--- config.mk ---
export PLATFORM = sky130hd
export DESIGN_NAME = dtmr_top
export DESIGN_NICKNAME = d
export VERILOG_FILES = /design/src/shared/dtmr_pkg.sv /design/src/verilog/dtmr_prediv.sv /design/src/verilog/dtmr_channel.sv /design/src/verilog/dtmr_top.sv
export SDC_FILE = /design/constraint.sdc
export NUM_CORES = 1
export LEC_CHECK = 0
export ABC_AREA = 0
export BUFFER_PORTS_ARGS = -buffer_cell sky130_fd_sc_hd__buf_2
export CORE_ASPECT_RATIO = 0.8
export CORE_MARGIN = 2
export CORE_UTILIZATION = 54
export DETAILED_ROUTE_END_ITERATION = 8
export PLACE_DENSITY = 0.79
export SYNTH_ARGS = -nofsm -noshare
export SYNTH_HDL_FRONTEND = slang
export SYNTH_SLANG_ARGS = --single-unit
--- constraint.sdc ---
create_clock -name sys_clk_i -period 2.95 [get_ports sys_clk_i]
set_clock_uncertainty 0.2 [all_clocks]
set_input_delay 0.295 -clock sys_clk_i [delete_from_list [all_inputs] [get_ports sys_clk_i]]
set_output_delay 0.295 -clock sys_clk_i [all_outputs]
set_load 0.02 [all_outputs]
--- src/shared/dtmr_pkg.sv ---
// constants and carrier types for the dual 6-bit down timer block
// assumes one 40 MHz system clock that also feeds the pre-divider
package dtmr_pkg;
	localparam int DTMR_CNT_W  = 6;
	localparam int DTMR_SEL_W  = 3;
	localparam int DTMR_OP_W   = 9;
	localparam int DTMR_STAGES = 15;
	localparam int DTMR_TAPS   = 8;
	// operand field positions
	localparam int DTMR_SEL_MSB = 8;
	localparam int DTMR_SEL_LSB = 6;
	localparam int DTMR_VAL_MSB = 5;
	// clock select code to divider stage; code 3 is the tone clock
	localparam int DTMR_TAP_STAGE [DTMR_TAPS] = '{9, 3, 15, 0, 5, 7, 11, 13};
	localparam logic [2:0] DTMR_SEL_TONE    = 3'h3;
	localparam logic [2:0] DTMR_SEL_ONE_RST = 3'h1;
	localparam logic [2:0] DTMR_SEL_TWO_RST = 3'h5;
	localparam logic [5:0] DTMR_UFLOW_VAL   = 6'h3f;
	localparam logic [5:0] DTMR_COUNT_RST   = 6'h00;
	localparam logic [5:0] DTMR_ZERO        = 6'h00;
	localparam logic [14:0] DTMR_DIV_RST    = 15'h0000;
	// timer two flag group bit positions
	localparam int DTMR_FLAG_RELOAD = 1;
	localparam int DTMR_FLAG_HOLD   = 2;

	typedef struct packed {
		logic       strobe;
		logic [8:0] operand;
	} dtmr_load_t;

	typedef struct packed {
		logic       set;
		logic       clear;
		logic [3:0] bits;
	} dtmr_flag_op_t;

	typedef struct packed {
		logic [1:0] irq_en;
		logic [1:0] wake_en;
		logic       one_reload;
		logic       conv_en;
		logic       halted;
	} dtmr_ctrl_t;

	typedef struct packed {
		logic [5:0] count;
		logic [2:0] sel;
		logic       running;
		logic       armed;
		logic       reload_q;
		logic       uflow;
	} dtmr_chan_state_t;

	typedef struct packed {
		logic [14:0] cnt;
		logic [7:0]  ticks;
	} dtmr_div_state_t;
endpackage

--- src/verilog/dtmr_prediv.sv ---
// pre-divider: 15 stages fed by the system clock, one tick per tap
// assumes tone_tick_i is already synchronous, one cycle wide
`timescale 1ns/1ps
module dtmr_prediv (
	input  wire logic       sys_clk_i,
	input  wire logic       reset_n_i,
	input  wire logic       tone_tick_i,
	output logic [7:0]      ticks_o
);
	import dtmr_pkg::*;

	dtmr_div_state_t s;
	dtmr_div_state_t next_s;
	logic [7:0]      hit;

	// a tick marks the rising edge of stage n, once per 2**n input cycles
	for (genvar g = 0; g < DTMR_TAPS; g++) begin : g_tap
		localparam int N = DTMR_TAP_STAGE[g];
		if (N == 0) begin : g_tone
			assign hit[g] = tone_tick_i;
		end else begin : g_stage
			assign hit[g] = (s.cnt[N-1:0] == N'((1 << (N - 1)) - 1));
		end
	end

	always_comb begin
		next_s       = s;
		next_s.cnt   = 15'(s.cnt + 15'h0001);
		next_s.ticks = hit;
	end

	always_ff @(posedge sys_clk_i or negedge reset_n_i) begin
		if (!reset_n_i) begin
			s <= '{cnt: DTMR_DIV_RST, ticks: 8'h00};
		end else begin
			s <= next_s;
		end
	end

	assign ticks_o = s.ticks;
endmodule

--- src/verilog/dtmr_channel.sv ---
// one 6-bit down counter with tap select, one-shot or auto-reload
// assumes load strobes and reload level come from logic on sys_clk_i
`timescale 1ns/1ps
module dtmr_channel #(
	parameter logic [2:0] SEL_RST = 3'h1
) (
	input  wire logic                sys_clk_i,
	input  wire logic                reset_n_i,
	input  wire logic                wdt_reset_i,
	input  wire dtmr_pkg::dtmr_load_t load_i,
	input  wire logic                reload_i,
	input  wire logic [7:0]          ticks_i,
	output logic [5:0]               count_o,
	output logic [2:0]               sel_o,
	output logic                     running_o,
	output logic                     uflow_o
);
	import dtmr_pkg::*;

	dtmr_chan_state_t s;
	dtmr_chan_state_t next_s;

	always_comb begin
		next_s          = s;
		next_s.uflow    = 1'b0;
		next_s.reload_q = reload_i;
		// a load not yet followed by an underflow: dropping reload stops now
		if (s.reload_q && !reload_i && s.armed) begin
			next_s.running = 1'b0;
		end
		if (s.running && ticks_i[s.sel]) begin
			next_s.count = 6'(s.count - 6'h01);
			if (s.count == DTMR_ZERO) begin
				next_s.uflow = 1'b1;
				next_s.armed = 1'b0;
				next_s.count = DTMR_UFLOW_VAL;
				if (!reload_i) begin
					next_s.running = 1'b0;
				end
			end
		end
		if (load_i.strobe) begin
			next_s.count   = load_i.operand[DTMR_VAL_MSB:0];
			next_s.sel     = load_i.operand[DTMR_SEL_MSB:DTMR_SEL_LSB];
			next_s.running = 1'b1;
			next_s.armed   = 1'b1;
		end
		// watchdog leaves the tap selection alone
		if (wdt_reset_i) begin
			next_s.count    = DTMR_COUNT_RST;
			next_s.running  = 1'b0;
			next_s.armed    = 1'b0;
			next_s.reload_q = 1'b0;
			next_s.uflow    = 1'b0;
		end
	end

	always_ff @(posedge sys_clk_i or negedge reset_n_i) begin
		if (!reset_n_i) begin
			s <= '{count: DTMR_COUNT_RST, sel: SEL_RST, default: 1'b0};
		end else begin
			s <= next_s;
		end
	end

	assign count_o   = s.count;
	assign sel_o     = s.sel;
	assign running_o = s.running;
	assign uflow_o   = s.uflow;
endmodule

--- src/verilog/dtmr_top.sv ---
// dual 6-bit down timers: request, start condition, irq, wake and gate
// assumes all strobes and levels come from core logic on sys_clk_i;
// only tone_clk_i is foreign and is synchronised here
//
// Notes on behaviour
// - two 6-bit down counters, started by load
// - timer one underflow sets request, may stop
// - timer two underflow sets request, may stop
// - timer one request and irq enable interrupt
// - timer one request wakes halt, sets start
// - timer two request and irq enable interrupt
// - timer two request wakes halt, sets start
// - power-on: timer one uses tap three
// - power-on: timer two uses tap seven
// - watchdog reset keeps clock selections
// - operand: three select bits, six value bits
// - select code maps to divider tap
// - taps are pre-divider stage outputs, code 3 the tone clock
// - timeout is value plus partial tick
// - reload restarts from 3f, 64 ticks
// - reload off: stop on underflow or now
// - flag bit one controls timer two reload
// - timer two gate set, dropped on underflow
// - gate hold keeps gate across underflow
// - timer one start clears with request/wake
// - timer two start clears with request/wake
`timescale 1ns/1ps
module dtmr_top (
	input  wire logic                  sys_clk_i,
	input  wire logic                  reset_n_i,
	input  wire logic                  wdt_reset_i,
	input  wire logic                  tone_clk_i,
	input  wire dtmr_pkg::dtmr_load_t  load_one_i,
	input  wire dtmr_pkg::dtmr_load_t  load_two_i,
	input  wire dtmr_pkg::dtmr_flag_op_t flags_two_i,
	input  wire logic [1:0]            clear_request_i,
	input  wire dtmr_pkg::dtmr_ctrl_t  ctrl_i,
	output logic [5:0]                 count_one_o,
	output logic [5:0]                 count_two_o,
	output logic [1:0]                 running_o,
	output logic [1:0]                 underflow_o,
	output logic [1:0]                 request_o,
	output logic [1:0]                 start_cond_o,
	output logic [1:0]                 irq_o,
	output logic                       wake_o,
	output logic                       converter_gate_o,
	output logic                       reload_two_o,
	output logic                       gate_hold_o
);
	import dtmr_pkg::*;

	typedef struct packed {
		logic [1:0] req;
		logic [1:0] scond;
		logic [1:0] irq;
		logic       wake;
		logic       gate;
		logic       reload_two;
		logic       hold;
		logic       tone_s1;
		logic       tone_s2;
		logic       tone_q;
	} dtmr_top_state_t;

	dtmr_top_state_t s;
	dtmr_top_state_t next_s;

	logic [7:0] ticks;
	logic       tone_tick;
	logic [1:0] uf;
	logic [1:0] ie;
	logic [1:0] we;
	logic [1:0] run;
	logic [2:0] sel_one;
	logic [2:0] sel_two;
	logic [5:0] cnt_one;
	logic [5:0] cnt_two;

	assign ie = ctrl_i.irq_en;
	assign we = ctrl_i.wake_en;

	// edge taken between second and third flop, never off the first
	assign tone_tick = s.tone_s2 & ~s.tone_q;

	dtmr_prediv u_prediv (
		.sys_clk_i  (sys_clk_i),
		.reset_n_i  (reset_n_i),
		.tone_tick_i(tone_tick),
		.ticks_o    (ticks)
	);

	dtmr_channel #(
		.SEL_RST(DTMR_SEL_ONE_RST)
	) u_first_timer (
		.sys_clk_i  (sys_clk_i),
		.reset_n_i  (reset_n_i),
		.wdt_reset_i(wdt_reset_i),
		.load_i     (load_one_i),
		.reload_i   (ctrl_i.one_reload),
		.ticks_i    (ticks),
		.count_o    (cnt_one),
		.sel_o      (sel_one),
		.running_o  (run[0]),
		.uflow_o    (uf[0])
	);

	dtmr_channel #(
		.SEL_RST(DTMR_SEL_TWO_RST)
	) u_second_timer (
		.sys_clk_i  (sys_clk_i),
		.reset_n_i  (reset_n_i),
		.wdt_reset_i(wdt_reset_i),
		.load_i     (load_two_i),
		.reload_i   (s.reload_two),
		.ticks_i    (ticks),
		.count_o    (cnt_two),
		.sel_o      (sel_two),
		.running_o  (run[1]),
		.uflow_o    (uf[1])
	);

	always_comb begin
		next_s         = s;
		next_s.tone_s1 = tone_clk_i;
		next_s.tone_s2 = s.tone_s1;
		next_s.tone_q  = s.tone_s2;
		// an underflow in the clearing cycle still leaves the flag set
		next_s.req   = (s.req & ~clear_request_i) | uf;
		// start condition lives only while request and wake enable both hold
		next_s.scond = (s.scond | (s.req & ~ie & we)) & next_s.req & we;
		next_s.irq   = s.req & ie;
		next_s.wake  = ctrl_i.halted & |(s.req & ~ie & we);
		// clear first so a simultaneous set of the same bit wins
		if (flags_two_i.clear) begin
			if (flags_two_i.bits[DTMR_FLAG_RELOAD]) begin
				next_s.reload_two = 1'b0;
			end
			if (flags_two_i.bits[DTMR_FLAG_HOLD]) begin
				next_s.hold = 1'b0;
			end
		end
		if (flags_two_i.set) begin
			if (flags_two_i.bits[DTMR_FLAG_RELOAD]) begin
				next_s.reload_two = 1'b1;
			end
			if (flags_two_i.bits[DTMR_FLAG_HOLD]) begin
				next_s.hold = 1'b1;
			end
		end
		if (uf[1] && !s.hold) begin
			next_s.gate = 1'b0;
		end
		// a fresh load in converter mode opens a new gate window
		if (load_two_i.strobe && ctrl_i.conv_en) begin
			next_s.gate = 1'b1;
		end
		if (wdt_reset_i) begin
			next_s.req        = 2'h0;
			next_s.scond      = 2'h0;
			next_s.irq        = 2'h0;
			next_s.wake       = 1'b0;
			next_s.gate       = 1'b0;
			next_s.reload_two = 1'b0;
			next_s.hold       = 1'b0;
		end
	end

	always_ff @(posedge sys_clk_i or negedge reset_n_i) begin
		if (!reset_n_i) begin
			s <= '0;
		end else begin
			s <= next_s;
		end
	end

	// all of these are flops in this module or in the channels
	assign count_one_o      = cnt_one;
	assign count_two_o      = cnt_two;
	assign running_o        = run;
	assign underflow_o      = uf;
	assign request_o        = s.req;
	assign start_cond_o     = s.scond;
	assign irq_o            = s.irq;
	assign wake_o           = s.wake;
	assign converter_gate_o = s.gate;
	assign reload_two_o     = s.reload_two;
	assign gate_hold_o      = s.hold;
endmodule

==> impl_metrics.json, run 1 <==
{
  "status": "completed",
  "totalWireLength_um": 6285,
  "path_cells": "mux4_2 -> nand2b_1 -> nand4_2 -> nor4b_1 -> a2111oi_0",
  "start_util_pct": 56.34,
  "grt_use_total_pct": 21.34,
  "clock_sinks": 62,
  "cts-root-buf": "clkbuf_8",
  "reg2reg_from": "u_first_timer.sel_o[0]$_DFFE_PN1P_",
  "crit_end": "u_first_timer.count_o[0]$_DFFE_PN0P_",
  "regArea_sq_mm": 0.001555,
  "io_pins": 65,
  "grt_pass1_wl_um": 10280,
  "async_reset_ff_share_pct": 100.0,
  "n_fill_cell": 421,
  "synth_area_sq_mm": 0.003079,
  "insertion_delay_ps": 350,
  "synthCells": 294,
  "cts-buffers-inserted": 9,
  "cpPeakStageDelay_ps": 590,
  "min_period_ps": 2315,
  "first_pass_iters": 5,
  "rrSetupSlack_ps": 630,
  "die_h_um": 71.54,
  "vias": 2367,
  "critPathBufInv": 0,
  "coreArea_sq_mm": 0.005465,
  "htreeDepth": 3,
  "place_ws_ps": 688.1,
  "yosysUniqueCellTypes": 56,
  "mostFrequentLayoutCells": "62 x buf_2, 59 x dfrtp_1, 25 x nand2_1, 25 x nor2_1",
  "antenna_cells": 0,
  "first_iter_violations": 112,
  "final_cells": 441,
  "place_area_sq_mm": 0.003308,
  "grt-ovfl-total": 0,
  "cp_max_fo": 15,
  "stdcell_area_sq_mm": 0.003739,
  "finalHoldViolations": 0,
  "drive_above_1_share_pct": 26.45,
  "reg2reg_depth": 5,
  "cap_violations": 0,
  "cts_tree": "yes",
  "cts_resized": 0,
  "gp_congestion": 0.8657,
  "crit_cells": 5,
  "antenna_found_initial": 0,
  "finalWorstSetupSlack_ps": 634.7,
  "seq_area_frac_synth_pct": 50.51,
  "fin_crit_sh_pct": 78.48,
  "slew_headroom_pct": 52.87,
  "dp_cells": 406,
  "worstMarginPinSlew_ps": 706.9,
  "grt_setup_unrepaired": "false",
  "multi_input_area_sq_mm": 0.001246,
  "power.density_mw_per_mm2": 560.7,
  "synth_edf_count": 0,
  "path_class": "flop to flop",
  "area_delta_synth_final_pct": 21.41,
  "worst_setup_path_start_kind": "flop",
  "clockBufferDepth": 2,
  "die-area_sq_mm": 0.006326,
  "path_clk_slew_ps": 60,
  "grt_max_degree": 33,
  "max_freq_mhz": 431.9,
  "rows": 24,
  "fin_hold_ws_ps": 23.67,
  "dp_hpwl_um": 4205,
  "p_leak_nw": 1.830,
  "grt_pass1_vias": 2227,
  "worst_ep_required_time_ps": 2970,
  "postLayoutCoreUtil_pct": 68.41,
  "wire_per_inst_um": 14.25,
  "setup_viol": 0,
  "critical-path-top-delay-family": "flip-flops",
  "layout.cells.most_common": "buf_2",
  "post-route-drc-count": 0,
  "end_kind": "flop",
  "cp.arrival_ps": 2330,
  "drtAntennaViolNets": 0,
  "r2r_end": "u_first_timer.count_o[0]$_DFFE_PN0P_",
  "p_total_mw": 2.096,
  "ys_warn_count": 0,
  "cpMaxStageDelayCell": "dfstp_2",
  "viasPerCell": 5.367,
  "vdd_drop_max_uv": 395.0,
  "synthesis.nets": 341,
  "die_w_um": 88.43,
  "avgSynthCellArea_sq_um": 10.47,
  "crit_start": "u_first_timer.sel_o[0]$_DFFE_PN1P_",
  "hold_path.class": "input port to flop",
  "yosys_register_bits": 62,
  "slew_violations": 0,
  "layout.nets": 405,
  "synth_ff_type": "dfrtp_1",
  "setup-tns-final_ps": 0,
  "portBuffers": 62
}
-- report_power, final --
part	switching (mW)	internal, mW	total [mW]	leakage, nW
clock	0.309	0.583	0.892	0.121
sequential	0.0406	0.887	0.928	0.807
combinational	0.154	0.123	0.277	0.903
total	0.503	1.59	2.10	1.83
-- sequential cells by signal, indices dropped and copies added, names as in the netlist, 2 cells and up --
register                count
u_first_timer.count_o       6
u_prediv.ticks_o            8
request_o                   2
next_s                      2
start_cond_o                2
u_second_timer.count_o      6
u_first_timer.sel_o         3
u_second_timer.s            2
irq_o                       2
u_prediv.s                 15
u_second_timer.sel_o        3
u_first_timer.s             2
-- synth_stat cells, types with 6 or more instances --
master   count  area share, %
dfrtp_1     59             48
nand2_1     25            3.0
nor2_1      25            3.0
buf_4       23            5.6
inv_1       19            2.3
nor3_1      12            2.0
a21oi_1     10            1.6
nand3_1      9            1.5
ha_1         8            3.3
o21ai_0      8            1.3
mux2i_1      7            2.3
xnor2_1      7            2.0
mux2_2       6            2.2
nor2b_1      6            1.2
-- layer usage --
metal	track usage [%]	wire, um	part of all wire [%]
met3	7.834	375	6.0
met4	7.407	77	1.2
met5	0	0	0
met1	27.22	2831	45
met2	33.83	3001	48
-- worst reg2reg max path, stage by stage (launching register included) --
cell       delay [ps]
dfstp_2           590
mux4_2            520
nand2b_1          170
nand4_2           270
nor4b_1            90
a2111oi_0         360
-- area by class of cell --
cell class,instances,area share [%]
repair buffers,83,14.12
multi-input cells,183,33.33
inverters,19,1.908
clock buffers,12,3.882
clock inverters,4,2.544
well taps,78,2.610
flip-flops and latches,62,41.60
-- how the worst min path moves through the flow --
stage,start,endpoint,slack [ps],cells after the start
final,load_one_i[3],u_first_timer.count_o[3]$_DFFE_PN0P_,20,3
after detailed placement,next_s[1]$_DFF_PN0_,next_s[0]$_DFF_PN0_,140,0
after floorplan,reset_n_i,converter_gate_o$_DFFE_PN0P_,-200,0
after global placement,next_s[1]$_DFF_PN0_,next_s[0]$_DFF_PN0_,140,0
after CTS,ctrl_i[4],start_cond_o[1]$_DFF_PN0_,9,3
after global routing,load_one_i[3],u_first_timer.count_o[3]$_DFFE_PN0P_,30,3
-- cells by family after synthesis --
group           synth area share [%]
compound gates                 11.13
xor+xnor                       2.845
fa+ha+maj                      3.251
buf+inv                        9.021
flops                          50.51
mux                            5.688
simple gates                   17.55
-- timing repair --
action | 4_1_cts | 5_1_grt
hold endpoints to repair | 45 | 0
buffers inserted | 0 | 0
hold buffers | 19 | 0
Note: power is estimated with default switching activity, not from simulation.
==> run 2: changes to the inputs <==
--- a/config.mk
+++ b/config.mk
@@ -9,9 +9,9 @@
 export BUFFER_PORTS_ARGS = -buffer_cell sky130_fd_sc_hd__buf_2
 export CORE_ASPECT_RATIO = 0.8
 export CORE_MARGIN = 2
-export CORE_UTILIZATION = 54
+export CORE_UTILIZATION = 49
 export DETAILED_ROUTE_END_ITERATION = 8
-export PLACE_DENSITY = 0.79
+export PLACE_DENSITY = 0.76
 export SYNTH_ARGS = -nofsm -noshare
 export SYNTH_HDL_FRONTEND = slang
 export SYNTH_SLANG_ARGS = --single-unit
==> constraint.sdc (replaced) <==
create_clock -name sys_clk_i -period 2 [get_ports sys_clk_i]
set_clock_uncertainty 0.2 [all_clocks]
set_input_delay 0.2 -clock sys_clk_i [delete_from_list [all_inputs] [get_ports sys_clk_i]]
set_output_delay 0.2 -clock sys_clk_i [all_outputs]
set_load 0.02 [all_outputs]
==> run 2 against run 1 <==
The run now ends with negative setup slack left. Clock power increased by 20%. Sequential share of layout area decreased by 2.7 points. Maximum frequency increased by 12%. Routed wire length increased by 2.8%. Critical endpoint is now u_second_timer.count_o[5]$_DFFE_PN0P_. Largest cell class unchanged.
==> impl_metrics.json, run 2 (synthesized netlist as in run 1, its figures left out) <==
{
  "status": "complete, but fails checks",
  "violations": "negative setup slack",
  "portBuffers": 62,
  "worstMarginPinSlew_ps": 386.0,
  "postLayoutCoreUtil_pct": 66.54,
  "grt_max_degree": 63,
  "first_pass_iters": 4,
  "area_delta_synth_final_pct": 29.78,
  "dp_hpwl_um": 4110,
  "worst_ep_required_time_ps": 2040,
  "largest-register": "u_prediv.s",
  "gp_congestion": 0.8854,
  "critical-path-top-delay-family": "flip-flops",
  "clockBufferDepth": 2,
  "die_h_um": 74.91,
  "drtAntennaViolNets": 0,
  "die-area_sq_mm": 0.006938,
  "mostFrequentLayoutCells": "62 x buf_2, 59 x dfrtp_1, 30 x dlygate4sd3_1",
  "vias": 2439,
  "path_clk_slew_ps": 80,
  "grt_pass1_vias": 2300,
  "worstHoldStart": "clear_request_i[1]",
  "drive_above_1_share_pct": 30.75,
  "finalHoldViolations": 0,
  "htreeDepth": 3,
  "slew_violations": 0,
  "grt-ovfl-total": 0,
  "antenna_found_initial": 0,
  "final_cells": 468,
  "finalWorstSetupSlack_ps": -64.91,
  "path_cells": "mux2_4 -> a2bb2oi_4 -> nand4_4 -> or4_4 -> a32o_1",
  "vdd_drop_max_uv": 428.2,
  "dp_cells": 420,
  "min_to": "request_o[1]$_DFF_PN0_",
  "end_kind": "flop",
  "reg2reg_depth": 5,
  "slew_headroom_pct": 73.60,
  "post-route-drc-count": 0,
  "holdPathStages": 4,
  "cts-buffers-inserted": 9,
  "p_total_mw": 2.933,
  "setup_viol": 6,
  "cts_tree": "yes",
  "cpMaxStageDelayCell": "dfstp_2",
  "coreArea_sq_mm": 0.006006,
  "r2r_end": "u_second_timer.count_o[5]$_DFFE_PN0P_",
  "p_leak_nw": 1.939,
  "viasPerCell": 5.212,
  "die_w_um": 92.63,
  "max_freq_mhz": 484.3,
  "layout.nets": 429,
  "grt_setup_unrepaired": "true",
  "fin_hold_ws_ps": 13.86,
  "largest_reg_flops": 15,
  "cpPeakStageDelay_ps": 600,
  "reg2reg_from": "u_second_timer.sel_o[2]$_DFFE_PN1P_",
  "first_iter_violations": 126,
  "n_fill_cell": 466,
  "path_class": "flop to flop",
  "place_ws_ps": -57.72,
  "clock_sinks": 62,
  "cap_violations": 0,
  "io_pins": 65,
  "fin_crit_sh_pct": 103.2,
  "grt_use_total_pct": 19.96,
  "place_area_sq_mm": 0.003443,
  "antenna_cells": 0,
  "wire_per_inst_um": 13.81,
  "rows": 25,
  "cts-root-buf": "clkbuf_8",
  "cp.arrival_ps": 2100,
  "power.density_mw_per_mm2": 733.9,
  "layout.cells.most_common": "buf_2",
  "rrSetupSlack_ps": -60,
  "setup-tns-final_ps": -250.4,
  "grt_pass1_wl_um": 10650,
  "totalWireLength_um": 6464,
  "insertion_delay_ps": 340,
  "worst_setup_path_start_kind": "flop",
  "critPathBufInv": 0,
  "min_period_ps": 2065,
  "cp_max_fo": 5,
  "hold_path.class": "input port to flop",
  "start_util_pct": 51.27,
  "stdcell_area_sq_mm": 0.003996
}
==> run 2: cell types whose count changed in the layout (fill, tap and decap cells not counted), sizes merged <==
cell,delta
clkinv,+3
bufinv,-2
clkinvlp,+1
buf,+13
clkbuf,-2
dlygate4sd3,+11
==> run 2: area by class of cell <==
cell class	instances	area (sq um)	share of cell area, %
Tap cell	81	101.3	2.536
Sequential cell	62	1555	38.92
Multi-Input combinational cell	183	1301	32.56
Clock buffer	10	137.6	3.444
Inverter	19	71.32	1.785
Timing Repair Buffer	107	768.2	19.22
Clock inverter	6	61.31	1.534
==> run 2: timing repair <==
action	4_1_cts	5_1_grt
pin swaps	3	2
endpoints found under the setup margin	8	14
resized for setup	2	8
gates cloned	0	0
buffers inserted	0	2
hold buffers	30	0
endpoints found under the hold margin	90	0
==> run 2: metal layers <==
| metal | global-route usage [%] | part of all wire [%] | routed length (um) | up-vias |
|---|---|---|---|---|
| met5 | 0 | 0 | 0 | - |
| met1 | 24.62 | 46 | 2946 | 1156 |
| li1 | - | - | - | 1188 |
| met4 | 6.536 | 1.3 | 84 | 0 |
| met3 | 7.407 | 6.7 | 434 | 9 |
| met2 | 33.33 | 46 | 2999 | 86 |
==> run 2: worst max path at each step <==
stage                                        startpoint  slack (ps)  depth (start not counted)                                    end
floorplan            u_first_timer.sel_o[0]$_DFFE_PN1P_         -20                          6   u_first_timer.count_o[1]$_DFFE_PN0P_
global placement     u_first_timer.sel_o[0]$_DFFE_PN1P_         -30                          5   u_first_timer.count_o[0]$_DFFE_PN0P_
detailed placement  u_second_timer.sel_o[2]$_DFFE_PN1P_         -60                          5  u_second_timer.count_o[5]$_DFFE_PN0P_
CTS                 u_second_timer.sel_o[2]$_DFFE_PN1P_         -60                          5  u_second_timer.count_o[5]$_DFFE_PN0P_
global route         u_first_timer.sel_o[0]$_DFFE_PN1P_        -130                          5   u_first_timer.count_o[0]$_DFFE_PN0P_
finish              u_second_timer.sel_o[2]$_DFFE_PN1P_         -60                          5  u_second_timer.count_o[5]$_DFFE_PN0P_
==> run 2: where the power goes <==
group          leakage, nW  switching [mW]  internal [mW]
Sequential           0.807          0.0566           1.31
Clock                0.102           0.469          0.604
Combinational         1.03           0.254          0.242
Total                 1.94           0.779           2.15
==> run 2: worst min-delay path: stages <==
cell	delay, ps
buf_2	100
inv_1	50
a21oi_1	80
nor2_1	80
